$ cat src/ebh_pkg.sv
// package of constants and carrier types for the external bus handshake control
package ebh_pkg;

  // ********************************************************************
  // latch strobe pin selection codes
  // ********************************************************************
  localparam logic [1:0] EBH_LATCH_PIN_NONE = 2'h0;
  localparam logic [1:0] EBH_LATCH_PIN_A = 2'h1;
  localparam logic [1:0] EBH_LATCH_PIN_B = 2'h2;
  localparam logic [1:0] EBH_LATCH_PIN_C = 2'h3;
  localparam int EBH_LATCH_PINS = 4;

  // ********************************************************************
  // clock output selection and widths
  // ********************************************************************
  localparam logic [1:0] EBH_CLKFN_BUS_CLOCK = 2'h0;
  localparam logic EBH_CLKSEL_BUS_CLOCK = 1'b0;
  localparam int EBH_ADDR_W = 24;
  localparam int EBH_DATA_W = 16;
  localparam int EBH_CS_W = 4;
  localparam int EBH_WAIT_W = 4;
  localparam logic [EBH_ADDR_W-1:0] EBH_ADDR_RESET = 24'h000000;
  localparam logic [EBH_DATA_W-1:0] EBH_DATA_RESET = 16'h0000;
  localparam logic [EBH_CS_W-1:0] EBH_CS_IDLE = 4'hF;
  localparam logic [EBH_WAIT_W-1:0] EBH_WAIT_ZERO = 4'h0;

  // ********************************************************************
  // owners of the bus and an access request
  // ********************************************************************
  typedef enum logic [1:0] {
    EBH_OWN_CPU,
    EBH_OWN_DMA,
    EBH_OWN_EXT
  } ebh_owner_t;

  typedef struct packed {
    logic valid;
    logic external;
    logic write;
    logic byte_high;
    logic recovery;
    logic [EBH_WAIT_W-1:0] sw_waits;
    logic [EBH_CS_W-1:0] cs_n;
    logic [EBH_ADDR_W-1:0] addr;
    logic [EBH_DATA_W-1:0] wdata;
  } ebh_req_t;

  typedef struct packed {
    logic rd_n;
    logic wr_low_n;
    logic wr_high_n;
    logic byte_high_enable_n;
    logic [EBH_CS_W-1:0] cs_n;
    logic [EBH_ADDR_W-1:0] addr;
    logic [EBH_DATA_W-1:0] data;
    logic data_oe;
    logic ctl_oe;
  } ebh_pins_t;

endpackage // ebh_pkg

$ cat src/ebh_sync.sv
// two flip-flop synchroniser for pin inputs
module ebh_sync
  import ebh_pkg::*;
#(
  parameter logic RESET_VAL = 1'b1
) (
  // clock and reset
  input wire logic core_clk_in,
  input wire logic nrst_in,
  // pin level
  input wire logic async_in,
  output logic sync_out
);
  logic stage1;

  // first stage is read only by the second
  always_ff @(posedge core_clk_in or negedge nrst_in) begin
    if (!nrst_in) begin
      stage1 <= RESET_VAL;
      sync_out <= RESET_VAL;
    end else begin
      stage1 <= async_in;
      sync_out <= stage1;
    end
  end
endmodule // ebh_sync

$ cat src/ebh_ctrl.sv
// external bus handshake control: latch strobe, ready waits, hold, clock out
module ebh_ctrl
  import ebh_pkg::*;
(
  // clock and reset
  input wire logic core_clk_in,
  input wire logic nrst_in,
  // mode and pin configuration
  input wire logic single_chip_in,
  input wire logic multiplexed_in,
  input wire logic latch_pin_select_hi_in,
  input wire logic latch_pin_select_lo_in,
  input wire logic clock_output_select_in,
  input wire logic clock_out_function_hi_in,
  input wire logic clock_out_function_lo_in,
  input wire logic [EBH_DATA_W-1:0] port_value_in,
  // access requests from the cpu and the dma controller
  input wire ebh_req_t cpu_req_in,
  input wire ebh_req_t dma_req_in,
  output logic cpu_done_out,
  output logic dma_done_out,
  output logic [EBH_DATA_W-1:0] rdata_out,
  // external pins
  input wire logic ready_n_in,
  input wire logic hold_req_n_in,
  input wire logic [EBH_DATA_W-1:0] data_pin_in,
  output ebh_pins_t bus_out,
  output logic [EBH_LATCH_PINS-1:0] latch_strobe_out,
  output logic bus_hold_grant_n_out,
  output logic shared_clock_port_pin_out,
  output logic shared_clock_port_pin_oe_out,
  output logic [EBH_DATA_W-1:0] port_out,
  output logic watchdog_run_out
);

  // ********************************************************************
  // pin synchronisers
  // ********************************************************************
  logic ready_n_s;
  logic hold_req_n_s;

  ebh_sync #(.RESET_VAL(1'b1)) u_ready_sync (
    .core_clk_in(core_clk_in),
    .nrst_in(nrst_in),
    .async_in(ready_n_in),
    .sync_out(ready_n_s)
  );

  ebh_sync #(.RESET_VAL(1'b1)) u_hold_sync (
    .core_clk_in(core_clk_in),
    .nrst_in(nrst_in),
    .async_in(hold_req_n_in),
    .sync_out(hold_req_n_s)
  );

  // ********************************************************************
  // access sequencer
  // ********************************************************************
  typedef enum logic [2:0] {
    ST_IDLE,
    ST_ADDR,
    ST_SWWAIT,
    ST_LAST,
    ST_RDYWAIT,
    ST_RECOVER,
    ST_HOLD,
    ST_RELEASE
  } ebh_state_t;

  ebh_state_t state;
  ebh_req_t cur;
  ebh_owner_t owner;
  ebh_owner_t next_owner;
  logic [EBH_WAIT_W-1:0] wait_cnt;
  logic [EBH_ADDR_W-1:0] last_addr;
  logic last_bhe;
  logic in_hold;
  logic ready_hold;

  // fixed priority of the bus owners
  always_comb begin
    if (!hold_req_n_s) begin
      next_owner = EBH_OWN_EXT;
    end else if (dma_req_in.valid) begin
      next_owner = EBH_OWN_DMA;
    end else begin
      next_owner = EBH_OWN_CPU;
    end
  end

  assign in_hold = (state == ST_HOLD);
  assign ready_hold = (state == ST_RDYWAIT);

  // state machine: access phases, waits, hold entry and release
  always_ff @(posedge core_clk_in or negedge nrst_in) begin
    if (!nrst_in) begin
      state <= ST_IDLE;
      owner <= EBH_OWN_CPU;
      wait_cnt <= EBH_WAIT_ZERO;
    end else begin
      case (state)
        ST_IDLE: begin
          owner <= next_owner;
          if (next_owner == EBH_OWN_EXT) begin
            state <= ST_HOLD;
          end else if (next_owner == EBH_OWN_DMA || cpu_req_in.valid) begin
            state <= ST_ADDR;
          end
        end
        ST_ADDR: begin
          wait_cnt <= cur.sw_waits;
          state <= (cur.sw_waits != EBH_WAIT_ZERO) ? ST_SWWAIT : ST_LAST;
        end
        ST_SWWAIT: begin
          // ready is not looked at before software waits end
          wait_cnt <= wait_cnt - 4'h1;
          if (wait_cnt == 4'h1) begin
            state <= ST_LAST;
          end
        end
        ST_LAST: begin
          if (cur.external && !ready_n_s) begin
            state <= ST_RDYWAIT;
          end else if (cur.recovery && cur.external && !multiplexed_in) begin
            state <= ST_RECOVER;
          end else begin
            state <= ST_IDLE;
          end
        end
        ST_RDYWAIT: begin
          if (ready_n_s) begin
            state <= (cur.recovery && !multiplexed_in) ? ST_RECOVER : ST_IDLE;
          end
        end
        ST_RECOVER: begin
          state <= ST_IDLE;
        end
        ST_HOLD: begin
          if (hold_req_n_s) begin
            state <= ST_RELEASE;
          end
        end
        ST_RELEASE: begin
          // one cycle with outputs restored before any new owner starts
          state <= ST_IDLE;
          owner <= EBH_OWN_CPU;
        end
        default: begin
          state <= ST_IDLE;
        end
      endcase
    end
  end

  // capture the granted request at the start of an access
  always_ff @(posedge core_clk_in or negedge nrst_in) begin
    if (!nrst_in) begin
      cur <= '0;
    end else if (state == ST_IDLE && next_owner != EBH_OWN_EXT) begin
      cur <= (next_owner == EBH_OWN_DMA) ? dma_req_in : cpu_req_in;
    end
  end

  // completion pulses and read data
  always_ff @(posedge core_clk_in or negedge nrst_in) begin
    if (!nrst_in) begin
      cpu_done_out <= 1'b0;
      dma_done_out <= 1'b0;
      rdata_out <= EBH_DATA_RESET;
    end else begin
      cpu_done_out <= 1'b0;
      dma_done_out <= 1'b0;
      if ((state == ST_LAST && (ready_n_s || !cur.external)) ||
          (state == ST_RDYWAIT && ready_n_s)) begin
        cpu_done_out <= (owner == EBH_OWN_CPU);
        dma_done_out <= (owner == EBH_OWN_DMA);
        if (!cur.write && cur.external) begin
          rdata_out <= data_pin_in;
        end
      end
    end
  end

  // ********************************************************************
  // bus pin drivers
  // ********************************************************************
  logic active;
  assign active = (state == ST_ADDR || state == ST_SWWAIT || state == ST_LAST);

  // remember last external address and byte-high level
  always_ff @(posedge core_clk_in or negedge nrst_in) begin
    if (!nrst_in) begin
      last_addr <= EBH_ADDR_RESET;
      last_bhe <= 1'b1;
    end else if (state == ST_ADDR && cur.external) begin
      last_addr <= cur.addr;
      last_bhe <= !cur.byte_high;
    end
  end

  // registered pin image; frozen while ready holds the cycle
  always_ff @(posedge core_clk_in or negedge nrst_in) begin
    if (!nrst_in) begin
      bus_out <= '{rd_n: 1'b1, wr_low_n: 1'b1, wr_high_n: 1'b1,
                   byte_high_enable_n: 1'b1, cs_n: EBH_CS_IDLE, addr: EBH_ADDR_RESET,
                   data: EBH_DATA_RESET, data_oe: 1'b0, ctl_oe: 1'b1};
    end else if (ready_hold) begin
      bus_out <= bus_out;
    end else if (!hold_req_n_s && !active && state != ST_RECOVER) begin
      bus_out.ctl_oe <= 1'b0;
      bus_out.data_oe <= 1'b0;
    end else begin
      bus_out.ctl_oe <= 1'b1;
      bus_out.addr <= (active && cur.external) ? cur.addr : last_addr;
      bus_out.byte_high_enable_n <= (active && cur.external) ? !cur.byte_high : last_bhe;
      bus_out.rd_n <= !(active && cur.external && !cur.write);
      bus_out.wr_low_n <= !(active && cur.external && cur.write);
      bus_out.wr_high_n <= !(active && cur.external && cur.write && cur.byte_high);
      bus_out.cs_n <= (active && cur.external) ? cur.cs_n : EBH_CS_IDLE;
      bus_out.data <= cur.wdata;
      // recovery keeps write data driven one more cycle
      bus_out.data_oe <= cur.external && cur.write &&
                         (active || state == ST_RECOVER);
    end
  end

  // ********************************************************************
  // latch strobe, grant, ports, watchdog
  // ********************************************************************
  logic [1:0] latch_sel;
  logic latch_level;
  assign latch_sel = {latch_pin_select_hi_in, latch_pin_select_lo_in};

  // strobe high in the address phase of every access, low in hold
  always_ff @(posedge core_clk_in or negedge nrst_in) begin
    if (!nrst_in) begin
      latch_level <= 1'b0;
    end else if (ready_hold) begin
      latch_level <= latch_level;
    end else if (in_hold) begin
      latch_level <= 1'b0;
    end else begin
      latch_level <= (state == ST_ADDR);
    end
  end

  // route the strobe to the selected pin
  genvar gi;
  generate
    for (gi = 0; gi < EBH_LATCH_PINS; gi++) begin : g_latch
      assign latch_strobe_out[gi] = latch_level && (latch_sel == 2'(gi));
    end
  endgenerate

  // grant low while in hold; frozen during ready waits
  always_ff @(posedge core_clk_in or negedge nrst_in) begin
    if (!nrst_in) begin
      bus_hold_grant_n_out <= 1'b1;
    end else if (!ready_hold) begin
      bus_hold_grant_n_out <= !(state == ST_IDLE && next_owner == EBH_OWN_EXT ||
                                in_hold && !hold_req_n_s);
    end
  end

  // programmable ports frozen in ready waits and hold
  always_ff @(posedge core_clk_in or negedge nrst_in) begin
    if (!nrst_in) begin
      port_out <= EBH_DATA_RESET;
    end else if (!ready_hold && !in_hold) begin
      port_out <= port_value_in;
    end
  end

  assign watchdog_run_out = !in_hold;

  // bus clock on the shared pin
  logic clk_out_en;
  assign clk_out_en = !single_chip_in && (clock_output_select_in == EBH_CLKSEL_BUS_CLOCK) &&
    ({clock_out_function_hi_in, clock_out_function_lo_in} == EBH_CLKFN_BUS_CLOCK);
  assign shared_clock_port_pin_out = clk_out_en && core_clk_in;
  assign shared_clock_port_pin_oe_out = clk_out_en;

  // ********************************************************************
  // checks
  // ********************************************************************
  chk_wait_freeze: assert property (@(posedge core_clk_in) disable iff (!nrst_in)
    (ready_hold && $past(ready_hold)) |-> $stable(bus_out.addr) && $stable(bus_out.rd_n))
    else $error("bus pins changed during ready wait");
  chk_ready_extends: assert property (@(posedge core_clk_in) disable iff (!nrst_in)
    (state == ST_LAST && cur.external && !ready_n_s) |=> state == ST_RDYWAIT)
    else $error("ready low did not extend access");
  chk_ready_resume: assert property (@(posedge core_clk_in) disable iff (!nrst_in)
    (ready_hold && ready_n_s) |=> state != ST_RDYWAIT)
    else $error("ready high did not resume access");
  chk_swwait_noready: assert property (@(posedge core_clk_in) disable iff (!nrst_in)
    state == ST_SWWAIT |=> state != ST_RDYWAIT)
    else $error("ready taken during software waits");
  chk_hold_grant: assert property (@(posedge core_clk_in) disable iff (!nrst_in)
    (in_hold && !hold_req_n_s) |=> !bus_hold_grant_n_out)
    else $error("grant not low in hold");
  chk_hold_float: assert property (@(posedge core_clk_in) disable iff (!nrst_in)
    (in_hold && $past(in_hold)) |-> !bus_out.ctl_oe && !latch_level)
    else $error("bus driven in hold");
  chk_internal_idle: assert property (@(posedge core_clk_in) disable iff (!nrst_in)
    ($past(active) && !$past(cur.external) && !$past(ready_hold) && $past(hold_req_n_s))
    |-> bus_out.rd_n && bus_out.cs_n == EBH_CS_IDLE && !bus_out.data_oe)
    else $error("internal access disturbed external bus");
  chk_dma_priority: assert property (@(posedge core_clk_in) disable iff (!nrst_in)
    (state == ST_IDLE && hold_req_n_s && dma_req_in.valid) |=> owner == EBH_OWN_DMA)
    else $error("dma lost to cpu");
  chk_release_gap: assert property (@(posedge core_clk_in) disable iff (!nrst_in)
    (in_hold && hold_req_n_s) |=> state == ST_RELEASE ##1 state == ST_IDLE)
    else $error("no release cycle after hold");
  chk_clock_single: assert property (@(posedge core_clk_in) disable iff (!nrst_in)
    single_chip_in |-> !shared_clock_port_pin_oe_out)
    else $error("clock driven in single-chip mode");

endmodule // ebh_ctrl

$ cat config.mk
export PLATFORM = sky130hd
export DESIGN_NAME = ebh_ctrl
export DESIGN_NICKNAME = d
export VERILOG_FILES = /design/src/ebh_pkg.sv /design/src/ebh_sync.sv /design/src/ebh_ctrl.sv
export SDC_FILE = /design/constraint.sdc
export NUM_CORES = 1
export LEC_CHECK = 0
export ABC_AREA = 1
export BUFFER_PORTS_ARGS = -buffer_cell sky130_fd_sc_hd__buf_4
export CAP_MARGIN = 40
export CORE_UTILIZATION = 35
export CTS_BUF_LIST = sky130_fd_sc_hd__clkbuf_2 sky130_fd_sc_hd__clkbuf_4 sky130_fd_sc_hd__clkbuf_8
export DETAILED_ROUTE_END_ITERATION = 8
export PLACE_DENSITY = 0.67
export SLEW_MARGIN = 20
export SYNTH_ARGS = -nofsm -noshare
export SYNTH_HDL_FRONTEND = slang
export SYNTH_SLANG_ARGS = --single-unit
$ cat constraint.sdc
create_clock -name core_clk_in -period 1.8 [get_ports core_clk_in]
set_clock_uncertainty 0.1 [all_clocks]
set_input_delay 0.18 -clock core_clk_in [delete_from_list [all_inputs] [get_ports core_clk_in]]
set_output_delay 0.18 -clock core_clk_in [all_outputs]
set_load 0.05 [all_outputs]
### After elaboration in Yosys (flattened, before gate mapping)

Cells that the tools add are included.

* add/sub/neg operators: 1
* multipliers: 0
* reduce and logical (&&, ||, !) cells: 59
* shift operators: 0
* bitwise gates (word level): 3
* eq/ne operators: 20
* div/mod/pow operators: 0
* mux-type cells: 22
* order comparisons: 0

Operators with widths (count)
* 2-to-1 mux 52 bit: 1
* logical AND 1 bit: 27
* 2-to-1 mux 24 bit: 1
* 2-to-1 mux 3 bit: 8
* one-hot mux 3 bit (7 select lines): 1
* logical NOT 1 bit: 14
* == test 3 bit (second input constant): 4
* one-hot mux 4 bit (2 select lines): 1
* logical OR 1 bit: 7
* == test 2 x 1 -> 1 bit (second input constant): 3
* == test 2 bit (second input constant): 3
* == test 3 x 2 -> 1 bit (second input constant): 2
* logical NOT 2 bit: 3
* 2-to-1 mux 1 bit: 6
* == test 4 x 1 -> 1 bit (second input constant): 1
* 2-to-1 mux 2 bit: 2
* 2-to-1 mux 4 bit: 1
* != test 2 x 1 -> 1 bit (second input constant): 2
* != test 2 bit (second input constant): 2
* one-hot mux 2 bit (2 select lines): 1
* AND reduction 2 bit: 2
* AND reduction 4 bit: 1
* nonzero test 2 bit: 2
* nonzero test 4 bit: 1
* other kinds (7): 9

* output and inout bits: 92
* memories kept: 0
* logic and storage cells: 137
* RAM bits: 0
* bits in read-only memories: 0
* register bits: 176
* bits in latches: 0

### Depth between registers and ports, before layout

Gate-level depths: netlist (run 1).

* depth in word-level cells: 8
* mapped depth: 10

### By module

From an unflattened synthesis (run 1), not the netlist that was laid out.

* cells, all modules: 930
* area total of the unflattened synthesis: 7857.5 um^2

Modules (own cells, without submodules)
* ebh_ctrl: times used 1, cells an instance 926, seq. area each 4317.9 um^2, area each 7752.4 um^2
* ebh_sync: times used 2, cells an instance 2, seq. area each 52.6 um^2, area each 52.6 um^2

==> metrics.txt, run 1 <==
outcome=finished, violations left; failing checks=hold timing; drt wl/cell=between 10 and 15 um; Yosys warnings=0; Yosys reg bits=176; Leakage=5.746 nW; RSZ-0062 raised after global routing=false; pre-CTS WS=-0.04943 ns; number of antenna violations at the first check in global routing=0; crit path launch=core_clk_in; Cells after Synth=932; Die Area=0.02297 mm^2; largest family of logic cells by synthesized area=simple AND/OR/NAND/NOR gates; fin worst setup slack=0.03966 ns; non-filler instance count after layout=roughly 1.5k; post-synthesis mux area share=0; total inserted antenna cells=0; share of post-route cells with drive strength above 1=0.2683; post-synthesis sequential area ratio=0.5651; GRT Max-Usage Layer=met2; Worst IR Drop VDD=0.6510 mV; antenna violation net count after detailed routing=0; max cap viols=0; Clk Latency, worst-skew pair=0.49 ns; number of buffers created by CTS=17; NumNets Final=approximately 1.4k; Mean Syn Cell Area=between 8 and 9 um^2; Hold WC Path Type=in -> reg; CP Max Fanout=16; pwr/cell area=approximately 1800 mW/mm^2; hold_sp=cpu_req_in[44]; vias in the first global route=between 6k and 7k; FILL cells=2055; r2r worst-path depth=7; CTS H-tree lvls=4; Core ar.=0.02189 mm^2; Min-Delay Path Depth=3; Required @ worst endpoint=1.52 ns; gr ovfl total=0; initial core utilization=0.3576; DRC viols=0; M1 GR Usage=0.2618; Finished Core Util=0.5138; ys flop type=dfrtp_1; # IOs=around 240; Post-synth EDFFs=0; area of the multi-input gates=0.002958 mm^2; Final setup viols=0; placed insts=1417; via count=slightly above 7k; first-pass GRT wire length=34.98 mm; height of the die=151.5 um; clock buffer depth=2; CP Class=clk -> out; Port Buf Inserts=240; most common cell in the netlist=nand2_1; Synth area leaders=dfrtp_1 51%, nand2_1 15%, o31ai_1 5.1%, dfstp_2 5.0%, nor2_1 4.4%; register area=~0.0044 mm^2; final wirelength=22.16 mm; Hold Vio Cnt, Final=1; Post-Synthesis Cell Area=0.007828 mm^2; slew margin rel.=0.7059; Synth Area in XOR/XNOR=0.001119; DRT Pass-1 Iters=5; Die Wd=151.5 um; Worst-path clk slew=0.03 ns; Synth Area in Simple Gates=0.2353; Post-DP HPWL=~15 mm; Overall Global Routing Usage=0.1969; Post-synth top cells=319 x nand2_1, 161 x dfrtp_1, 91 x nor2_1; Syn-to-layout area delta=43.69%; Placer Congestion=0.8226; Initial DRC Count=between 400 and 500; Synth Area in Compound Gates=0.1322; TritonCTS clock tree=done; CP startpoint kind=clock port; dominant cell type by area after synthesis=dfrtp_1; row cnt=54; Distinct cells, synth=27; asr flop ratio synth=1.000; Via density=4.742; post-synth top area share=0.5147; R2R Path Start=state[2]; met3 Track Usage GR=0.05299; Post-Synth Adder-Cell Area=0.003197; worst slew pin tran=~0.44 ns; met2 global-route usage=0.3167; synthesized net count=approximately 1.1k; CP Data Arrival Time=1.48 ns; Max Transition Viols Final=0; largest net degree at the start of global routing=55; worst hold margin=-0.001069 ns; clk root buf=clkbuf_8; Setup crit end kind=primary output
==> placed cells by master, fill, tap and decap left out, drive strengths merged, types with 2 or more instances in the layout <==
master and instances:
dlygate4sd3 71, nand2 321, inv 54, dfrtp 161
clkbuf 24, nor2 92, o21ai 63, nor3 6
nand4 3, buf 267, nand3 45, ha 2
a21oi 54, bufinv 3, dfstp 15, o31ai 53
clkinvlp 3, clkinv 3
==> critical path, cell delays in order <==
cell	delay, ns
clkbuf_16	0.18
clkbuf_16	0.17
inv_1	0.04
nor2_1	0.04
buf_6	0.14
==> through the flow <==
step                total power [mW]  instance area (um^2)  setup TNS (ns)
CTS                            20.04                 11140               0
floorplan                      13.58                  7828               0
global placement               16.58                 10020               0
finish                         19.94                 11250               0
global route                   21.40                 11250               0
detailed placement             16.78                 10020         -0.3144
==> sequential cells by signal, summed over array words and instances (netlist names), 2 cells and up <==
name	flops
owner	2
cur	52
last_addr	24
port_out	16
rdata_out	16
bus_out	50
wait_cnt	4
state	3
==> report_power, final <==
part	switching, mW	leakage, nW	internal (mW)
combinational	6.65	3.36	3.20
clock	1.43	0.244	1.69
sequential	1.11	2.14	5.84
==> layout make-up <==
| type | count | share of cell area |
|---|---|---|
| Clock buffer | 26 | 0.03082 |
| Inverter | 53 | 0.01769 |
| Multi-Input combinational cell | 644 | 0.2630 |
| Sequential cell | 176 | 0.3934 |
| Tap cell | 280 | 0.03115 |
| Timing Repair Buffer | 336 | 0.2521 |
| Clock inverter | 10 | 0.01190 |
==> path summary, 6_finish.rpt <==
check / endpoint / slack (ns)
hold reg to reg: u_ready_sync.sync_out / 0.26
min in group asynchronous: rdata_out[6] / 0.19
setup / recovery: shared_clock_port_pin_out / 0.04
hold / removal: cur[44] / -0.001
max in group asynchronous: bus_out[45] / 0.77
setup reg to reg: last_addr[8] / 0.14
==> timing repair <==
item	4_1_cts	5_1_grt
pin swaps	1	0
setup endpoints to repair	18	41
buffers inserted	3	2
resized for setup	3	6
hold buffers	64	7
endpoints found under the hold margin	163	4
==> kinds of logic (layout without fill, tap and decap cells) <==
family	Yosys count	count (layout)
xor+xnor	1	1
fa+ha+maj	2	2
flops	176	176
buf+inv	112	425
simple gates	467	467
compound gates	174	174
==> routing by layer <==
metal	vias to the layer above	part of all wire
met5	-	0
met4	0	0.014
met3	20	0.066
met2	218	0.46
met1	3370	0.46
li1	3623	-
No activity file was read; power rests on OpenSTA's default activity.
==> run 2: changes to the inputs <==
CORE_UTILIZATION = 50   (was 35)
PLACE_DENSITY = 0.87   (was 0.67)
==> run 2 against run 1 <==
Net effect: the run now ends clean; total power rose by 7.6%; non-clock buffer count grew 55; sequential power rose by 0.7%; via count increased by 12%; global-route usage rose by 13 points; combinational power up 12%; register-to-register slack got worse by 0.11 ns; final cell count decreased by 0.85%.
==> metrics.txt, run 2 (synthesized netlist as in run 1, its figures left out) <==
vias in the first global route=8218 (was 6895); Final min period=1.769 ns; Via density=5.349 (was 4.742); via count=8087 (was 7231); most frequent cells in the layout=318 x nand2_1, 256 x buf_4, 160 x dfrtp_1 (was 317 x nand2_1, 255 x buf_4, 160 x dfrtp_1); Core ar.=0.01526 mm^2 (was 0.02189 mm^2); initial core utilization=0.5130 (was 0.3576); Required @ worst endpoint=2.18 ns (was 1.52 ns); pwr/cell area=1818 mW/mm^2 (was 1773 mW/mm^2); antenna violation net count after detailed routing=0 (unchanged); biggest regs=cur: 52 flops, bus_out: 50 flops, last_addr: 24 flops (unchanged); CP max-delay cell=dlygate4sd3_1 (was clkbuf_16); Final setup viols=0 (unchanged); share of post-route cells with drive strength above 1=0.2629 (was 0.2683); non-filler instance count after layout=1512 (was 1525); largest register by flop count=cur (unchanged); Setup crit end kind=flip-flop (was primary output); Crit path max-delay family=buffers and inverters (unchanged); largest net degree at the start of global routing=61 (was 55); final worst path period share=0.9826; area of the multi-input gates=0.002998 mm^2 (was 0.002958 mm^2); CP Max Fanout=60 (was 16); Overall Global Routing Usage=0.3279 (was 0.1969); CTS H-tree lvls=4 (unchanged); Critical R2R Capture=cur[10] (was last_addr[8]); Worst-path clk slew=0.10 ns (was 0.03 ns); max reg flops=52 (unchanged); Max Transition Viols Final=0 (unchanged); DRC viols=0 (unchanged); max frequency=565.4 MHz; Clk Latency, worst-skew pair=0.60 ns (was 0.49 ns); row cnt=45 (was 54); Hold Path Sink=cur[51] (was cur[44]); total inserted antenna cells=0 (unchanged); Port Buf Inserts=240 (unchanged); drt wl/cell=16.84 um (was 14.53 um); hold_sp=dma_req_in[51] (was cpu_req_in[44]); FILL cells=1019 (was 2055); CP Data Arrival Time=2.15 ns (was 1.48 ns); register area=0.004424 mm^2 (unchanged); r2r worst-path depth=7 (unchanged); Hold Vio Cnt, Final=0 (was 1); CP Class=reg -> reg (was clk -> out); number of buffers created by CTS=17 (unchanged); Fin Setup TNS=0 ns (unchanged); Hold WC Path Type=in -> reg (unchanged); R2R Path Start=state[1] (was state[2]); reg2reg setup slack=0.03 ns (was 0.14 ns); Post-DP HPWL=14.35 mm (was 15.13 mm); Worst Path Buf+Inv=3 (was 4); gr ovfl total=0 (unchanged); clk root buf=clkbuf_8 (unchanged); Min-Delay Path Depth=3 (unchanged); max cap viols=0 (unchanged); DRT Pass-1 Iters=5 (unchanged); Worst IR Drop VDD=1.158 mV (was 0.6510 mV); height of the die=127.1 um (was 151.5 um); Leakage=6.062 nW (was 5.746 nW); commonest non-fill, non-tap cell in the layout=nand2_1 (unchanged); Initial DRC Count=700 (was 404); RSZ-0062 raised after global routing=false (unchanged); Die Area=0.01616 mm^2 (was 0.02297 mm^2); Die Wd=127.1 um (was 151.5 um); Syn-to-layout area delta=50.83% (was 43.69%); first-pass GRT wire length=40.65 mm (was 34.98 mm); placed insts=1350 (was 1417); CP startpoint kind=flip-flop (was clock port); Worst path max stage delay=0.58 ns (was 0.18 ns); NumNets Final=1439 (was 1383); clock buffer depth=2 (unchanged); # IOs=241 (unchanged); worst slew pin tran=0.5362 ns (was 0.4411 ns); outcome=finished clean (was finished, violations left); slew margin rel.=0.6417 (was 0.7059); Placer Congestion=0.9047 (was 0.8226); Cell Chain, Critical Path=nor2_4 > buf_4 > nand3_4 > buf_12 > nand2_1 > o31ai_2 > dlygate4sd3_1 (was clkbuf_16 > clkbuf_16 > inv_1 > nor2_1 > buf_6); final wirelength=25.46 mm (was 22.16 mm); Finished Core Util=0.7738 (was 0.5138); TritonCTS clock tree=done (unchanged); number of antenna violations at the first check in global routing=0 (unchanged)
run 2: changes by cell type in the layout (fill, tap and decap cells not counted), sizes merged:
cell / previous run / this run
dlygate4sd3: 71 / 127
buf: 267 / 268
inv: 54 / 58
clkbuf: 24 / 20
bufinv: 3 / 5
clkinvlp: 3 / 0
run 2: through the flow:
| stage | worst slack [ns] | total power, mW | cell area, um^2 | hold WS [ns] |
|---|---|---|---|---|
| 4_1_cts | 0.01834 | 21.00 | 11730 | 0.001129 |
| 3_5_place_dp | 0.1393 | 16.67 | 9933 | 0.04848 |
| 5_1_grt | 0.003258 | 22.71 | 11810 | 0.009800 |
| 6_report | 0.03129 | 21.46 | 11810 | 0.001546 |
| 3_3_place_gp | 0.1954 | 16.35 | 9933 | 0.04313 |
| 2_1_floorplan | 0.1045 | 13.58 | 7828 | -0.2156 |
run 2: per-layer routing:
layer,global-route usage,up-vias,part of all wire
li1,-,3731,-
met5,0,-,0
met2,0.5553,416,0.50
met3,0.07831,93,0.064
met1,0.3846,3847,0.39
met4,0.1856,0,0.044
run 2: worst max-delay path by stage:
stage,cells past startpoint,endpoint,slack (ns),from
floorplan,2,latch_strobe_out[0],0.10,latch_level
global placement,6,bus_out[47],0.20,state[2]
detailed placement,7,last_addr[4],0.14,state[2]
CTS,7,cur[33],0.02,state[1]
global route,6,cur[5],0.003,state[1]
finish,7,cur[10],0.03,state[1]
run 2: worst reg2reg max path, cell delays in order (launching register included):
cell and delay (ns):
dfrtp_2 0.47, nor2_4 0.12, buf_4 0.15, nand3_4 0.10, buf_12 0.21, nand2_1 0.16, o31ai_2 0.08, dlygate4sd3_1 0.58
run 2: cell type report:
type                            count  area share
Tap cell                          211     0.02236
Inverter                           53     0.01685
Clock buffer                       24     0.02777
Clock inverter                     13     0.01727
Timing Repair Buffer              391      0.2871
Sequential cell                   176      0.3747
Multi-Input combinational cell    644      0.2539
run 2: power by group:
group	switching, mW	internal [mW]
Clock	1.53	1.96
Sequential	1.17	5.84
Combinational	7.12	3.84
Total	9.82	11.6
run 2: timing repair:
item	CTS	global route
hold buffers	127	0
setup endpoints to repair	2	39
hold endpoints to repair	200	0
gates cloned	0	0
gates resized for setup	3	18
buffers inserted	3	0
==> run 3: changes to the inputs <==
PLACE_DENSITY = 0.78   (was 0.87)
==> run 3 against run 2 <==
Net effect: total power fell by 5.3%; utilization down 0.46 points; non-clock buffer count did not move; worst hold slack better by 0.0070 ns; final area down 0.59%; critical path depth down 2; global-route usage is 3.0 points lower; combinational power decreased by 7%; sequential share of layout area increased by 0.21 points; flip-flop and latch count unchanged; critical endpoint is now shared_clock_port_pin_out; fmax grew 3.8%.
==> metrics.txt, run 3 (synthesized netlist as in run 1, its figures left out) <==
Seq pwr share=0.343 (was 0.327); Fin Setup TNS=0 ns (unchanged); Placer Congestion=0.8624 (was 0.9047); outcome=finished clean (unchanged); CP Data Arrival Time=1.44 ns (was 2.15 ns); antenna violation net count after detailed routing=0 (unchanged); Final min period=1.715 ns (was 1.769 ns); CP startpoint kind=clock port (was flip-flop); clock buffer depth=2 (unchanged); Finished Core Util=0.7692 (was 0.7738); CP max-delay cell=clkbuf_16 (was dlygate4sd3_1); Sw Pwr=9.327 mW (was 9.817 mW); number of buffers created by CTS=17 (unchanged); switch share=0.4591 (was 0.4574); initial core utilization=0.5130 (unchanged); reg2reg setup slack=0.12 ns (was 0.03 ns); Syn-to-layout area delta=49.94% (was 50.83%); power share of the clock group=0.153 (was 0.163); Worst Path Buf+Inv=4 (was 3); # IOs=241 (unchanged); first-pass GRT wire length=37.23 mm (was 40.65 mm); Critical R2R Capture=cur[16] (was cur[10]); Post-DP HPWL=13.83 mm (was 14.35 mm); Power, Total=20.32 mW (was 21.46 mW); DRC viols=0 (unchanged); Die Wd=127.1 um (unchanged); Hold WC Path Type=in -> reg (unchanged); vias in the first global route=7645 (was 8218); final worst path period share=0.9528 (was 0.9826); height of the die=127.1 um (unchanged); Worst IR Drop VDD=1.064 mV (was 1.158 mV); capture point of the worst path=shared_clock_port_pin_out (was cur[10]); Leakage=6.023 nW (was 6.062 nW); DRT Pass-1 Iters=6 (was 5); Setup crit end kind=primary output (was flip-flop); Crit path max-delay family=buffers and inverters (unchanged); Core ar.=0.01526 mm^2 (unchanged); biggest regs=cur: 52 flops, bus_out: 50 flops, last_addr: 24 flops (unchanged); Comb pwr share=0.504 (was 0.510); worst slew pin tran=0.3369 ns (was 0.5362 ns); Hold Vio Cnt, Final=0 (unchanged); clk root buf=clkbuf_8 (unchanged); Via density=5.067 (was 5.349); most used cell along the critical path=clkbuf_16; share of post-route cells with drive strength above 1=0.2560 (was 0.2629); largest net degree at the start of global routing=56 (was 61); max reg flops=52 (unchanged); R2R Path Start=u_hold_sync.sync_out (was state[1]); Clk Latency, worst-skew pair=0.57 ns (was 0.60 ns); Pint=10.99 mW (was 11.64 mW); Die Area=0.01616 mm^2 (unchanged); gr ovfl total=0 (unchanged); largest register by flop count=cur (unchanged); CTS H-tree lvls=4 (unchanged); FILL cells=1014 (was 1019); commonest non-fill, non-tap cell in the layout=nand2_1 (unchanged); TritonCTS clock tree=done (unchanged); CP Max Fanout=14 (was 60); crit path launch=core_clk_in (was state[1]); critical path depth=5 (was 7); Max Transition Viols Final=0 (unchanged); number of antenna violations at the first check in global routing=1 (was 0); via count=7667 (was 8087); most frequent cells in the layout=317 x nand2_1, 253 x buf_4, 161 x dfrtp_1 (was 318 x nand2_1, 256 x buf_4, 160 x dfrtp_1); max frequency=586.8 MHz (was 565.4 MHz); final wirelength=22.98 mm (was 25.46 mm); Initial DRC Count=473 (was 700); Required @ worst endpoint=1.52 ns (was 2.18 ns); slew margin rel.=0.7745 (was 0.6417); row cnt=45 (unchanged); Worst path max stage delay=0.16 ns (was 0.58 ns); Final setup viols=0 (unchanged); CP Class=clk -> out (was reg -> reg); NumNets Final=1439 (unchanged); drt wl/cell=15.19 um (was 16.84 um); Cell Chain, Critical Path=clkbuf_16 > clkbuf_16 > inv_1 > nor2_1 > buf_6 (was nor2_4 > buf_4 > nand3_4 > buf_12 > nand2_1 > o31ai_2 > dlygate4sd3_1); Worst-path clk slew=0.09 ns (was 0.10 ns); max cap viols=0 (unchanged); Port Buf Inserts=240 (unchanged); r2r worst-path depth=4 (was 7); pwr/cell area=1731 mW/mm^2 (was 1818 mW/mm^2); Overall Global Routing Usage=0.2978 (was 0.3279)
[run 3: cell count changes in the layout (fill, tap and decap cells not counted), moves of 3 or more]
cell           change
buf_12             +3
buf_4              -3
buf_6              +3
clkinv_2           +3
dlygate4sd3_1      -3
o31ai_1           +11
o31ai_2           -11
[run 3: worst min path at each step]
stage,start,to,depth (start not counted)
final,cpu_req_in[4],cur[4],3
after CTS,cpu_req_in[5],cur[5],3
after floorplan,nrst_in,bus_out[10],0
after global placement,nrst_in,cur[18],1
after detailed placement,nrst_in,cur[12],1
after global routing,cpu_req_in[49],cur[49],3
[run 3: per-layer routing]
metal,part of all wire,wire length (um),GRT usage,vias to the layer above
li1,-,-,-,3728
met1,0.41,9533,0.3614,3577
met2,0.49,11320,0.4939,298
met3,0.054,1230,0.07161,64
met4,0.039,898,0.1597,0
met5,0,0,0,-
[run 3: power groups by stage]
stage	sequential [mW]	clock, mW	combinational, mW
final	6.96	3.11	10.2
after global routing	7.17	3.35	11.1
after CTS	6.94	3.17	10.1
after detailed placement	6.98	0.0180	9.69
after global placement	6.95	0.0180	9.50
after floorplan	9.64	0.0155	3.92
[run 3: worst min-delay path, cell delays in order]
cell and delay [ns]:
buf_4 0.11, a21oi_1 0.11, o31ai_1 0.08
[run 3: metrics by stage]
stage,hold slack [ns],instance area [um^2],worst slack (ns),cells
floorplan,-0.2156,7828,0.1045,932
global placement,0.005282,9958,0.1868,1348
detailed placement,-0.001314,9958,0.08240,1348
CTS,0.006527,11650,0.03611,1506
global route,0.03697,11740,-0.007879,1513
finish,0.008564,11740,0.08494,1513
[run 3: area by class of cell]
type,count,area (um^2),share of cell area
antenna,1,2.502,0.0002132
clock buffer,25,332.8,0.02836
clock inverter,12,138.9,0.01183
inverter,53,198.9,0.01695
multi-input combinational,644,2950,0.2514
sequential,176,4423,0.3769
tap,211,264.0,0.02249
timing repair buffer,391,3426,0.2919
[run 3: timing repair]
action,CTS,global route
hold buffers,123,1
cloned,0,0
hold endpoints to repair,231,2
setup buffers,3,4
setup endpoints to repair,2,13
resized for setup,4,4
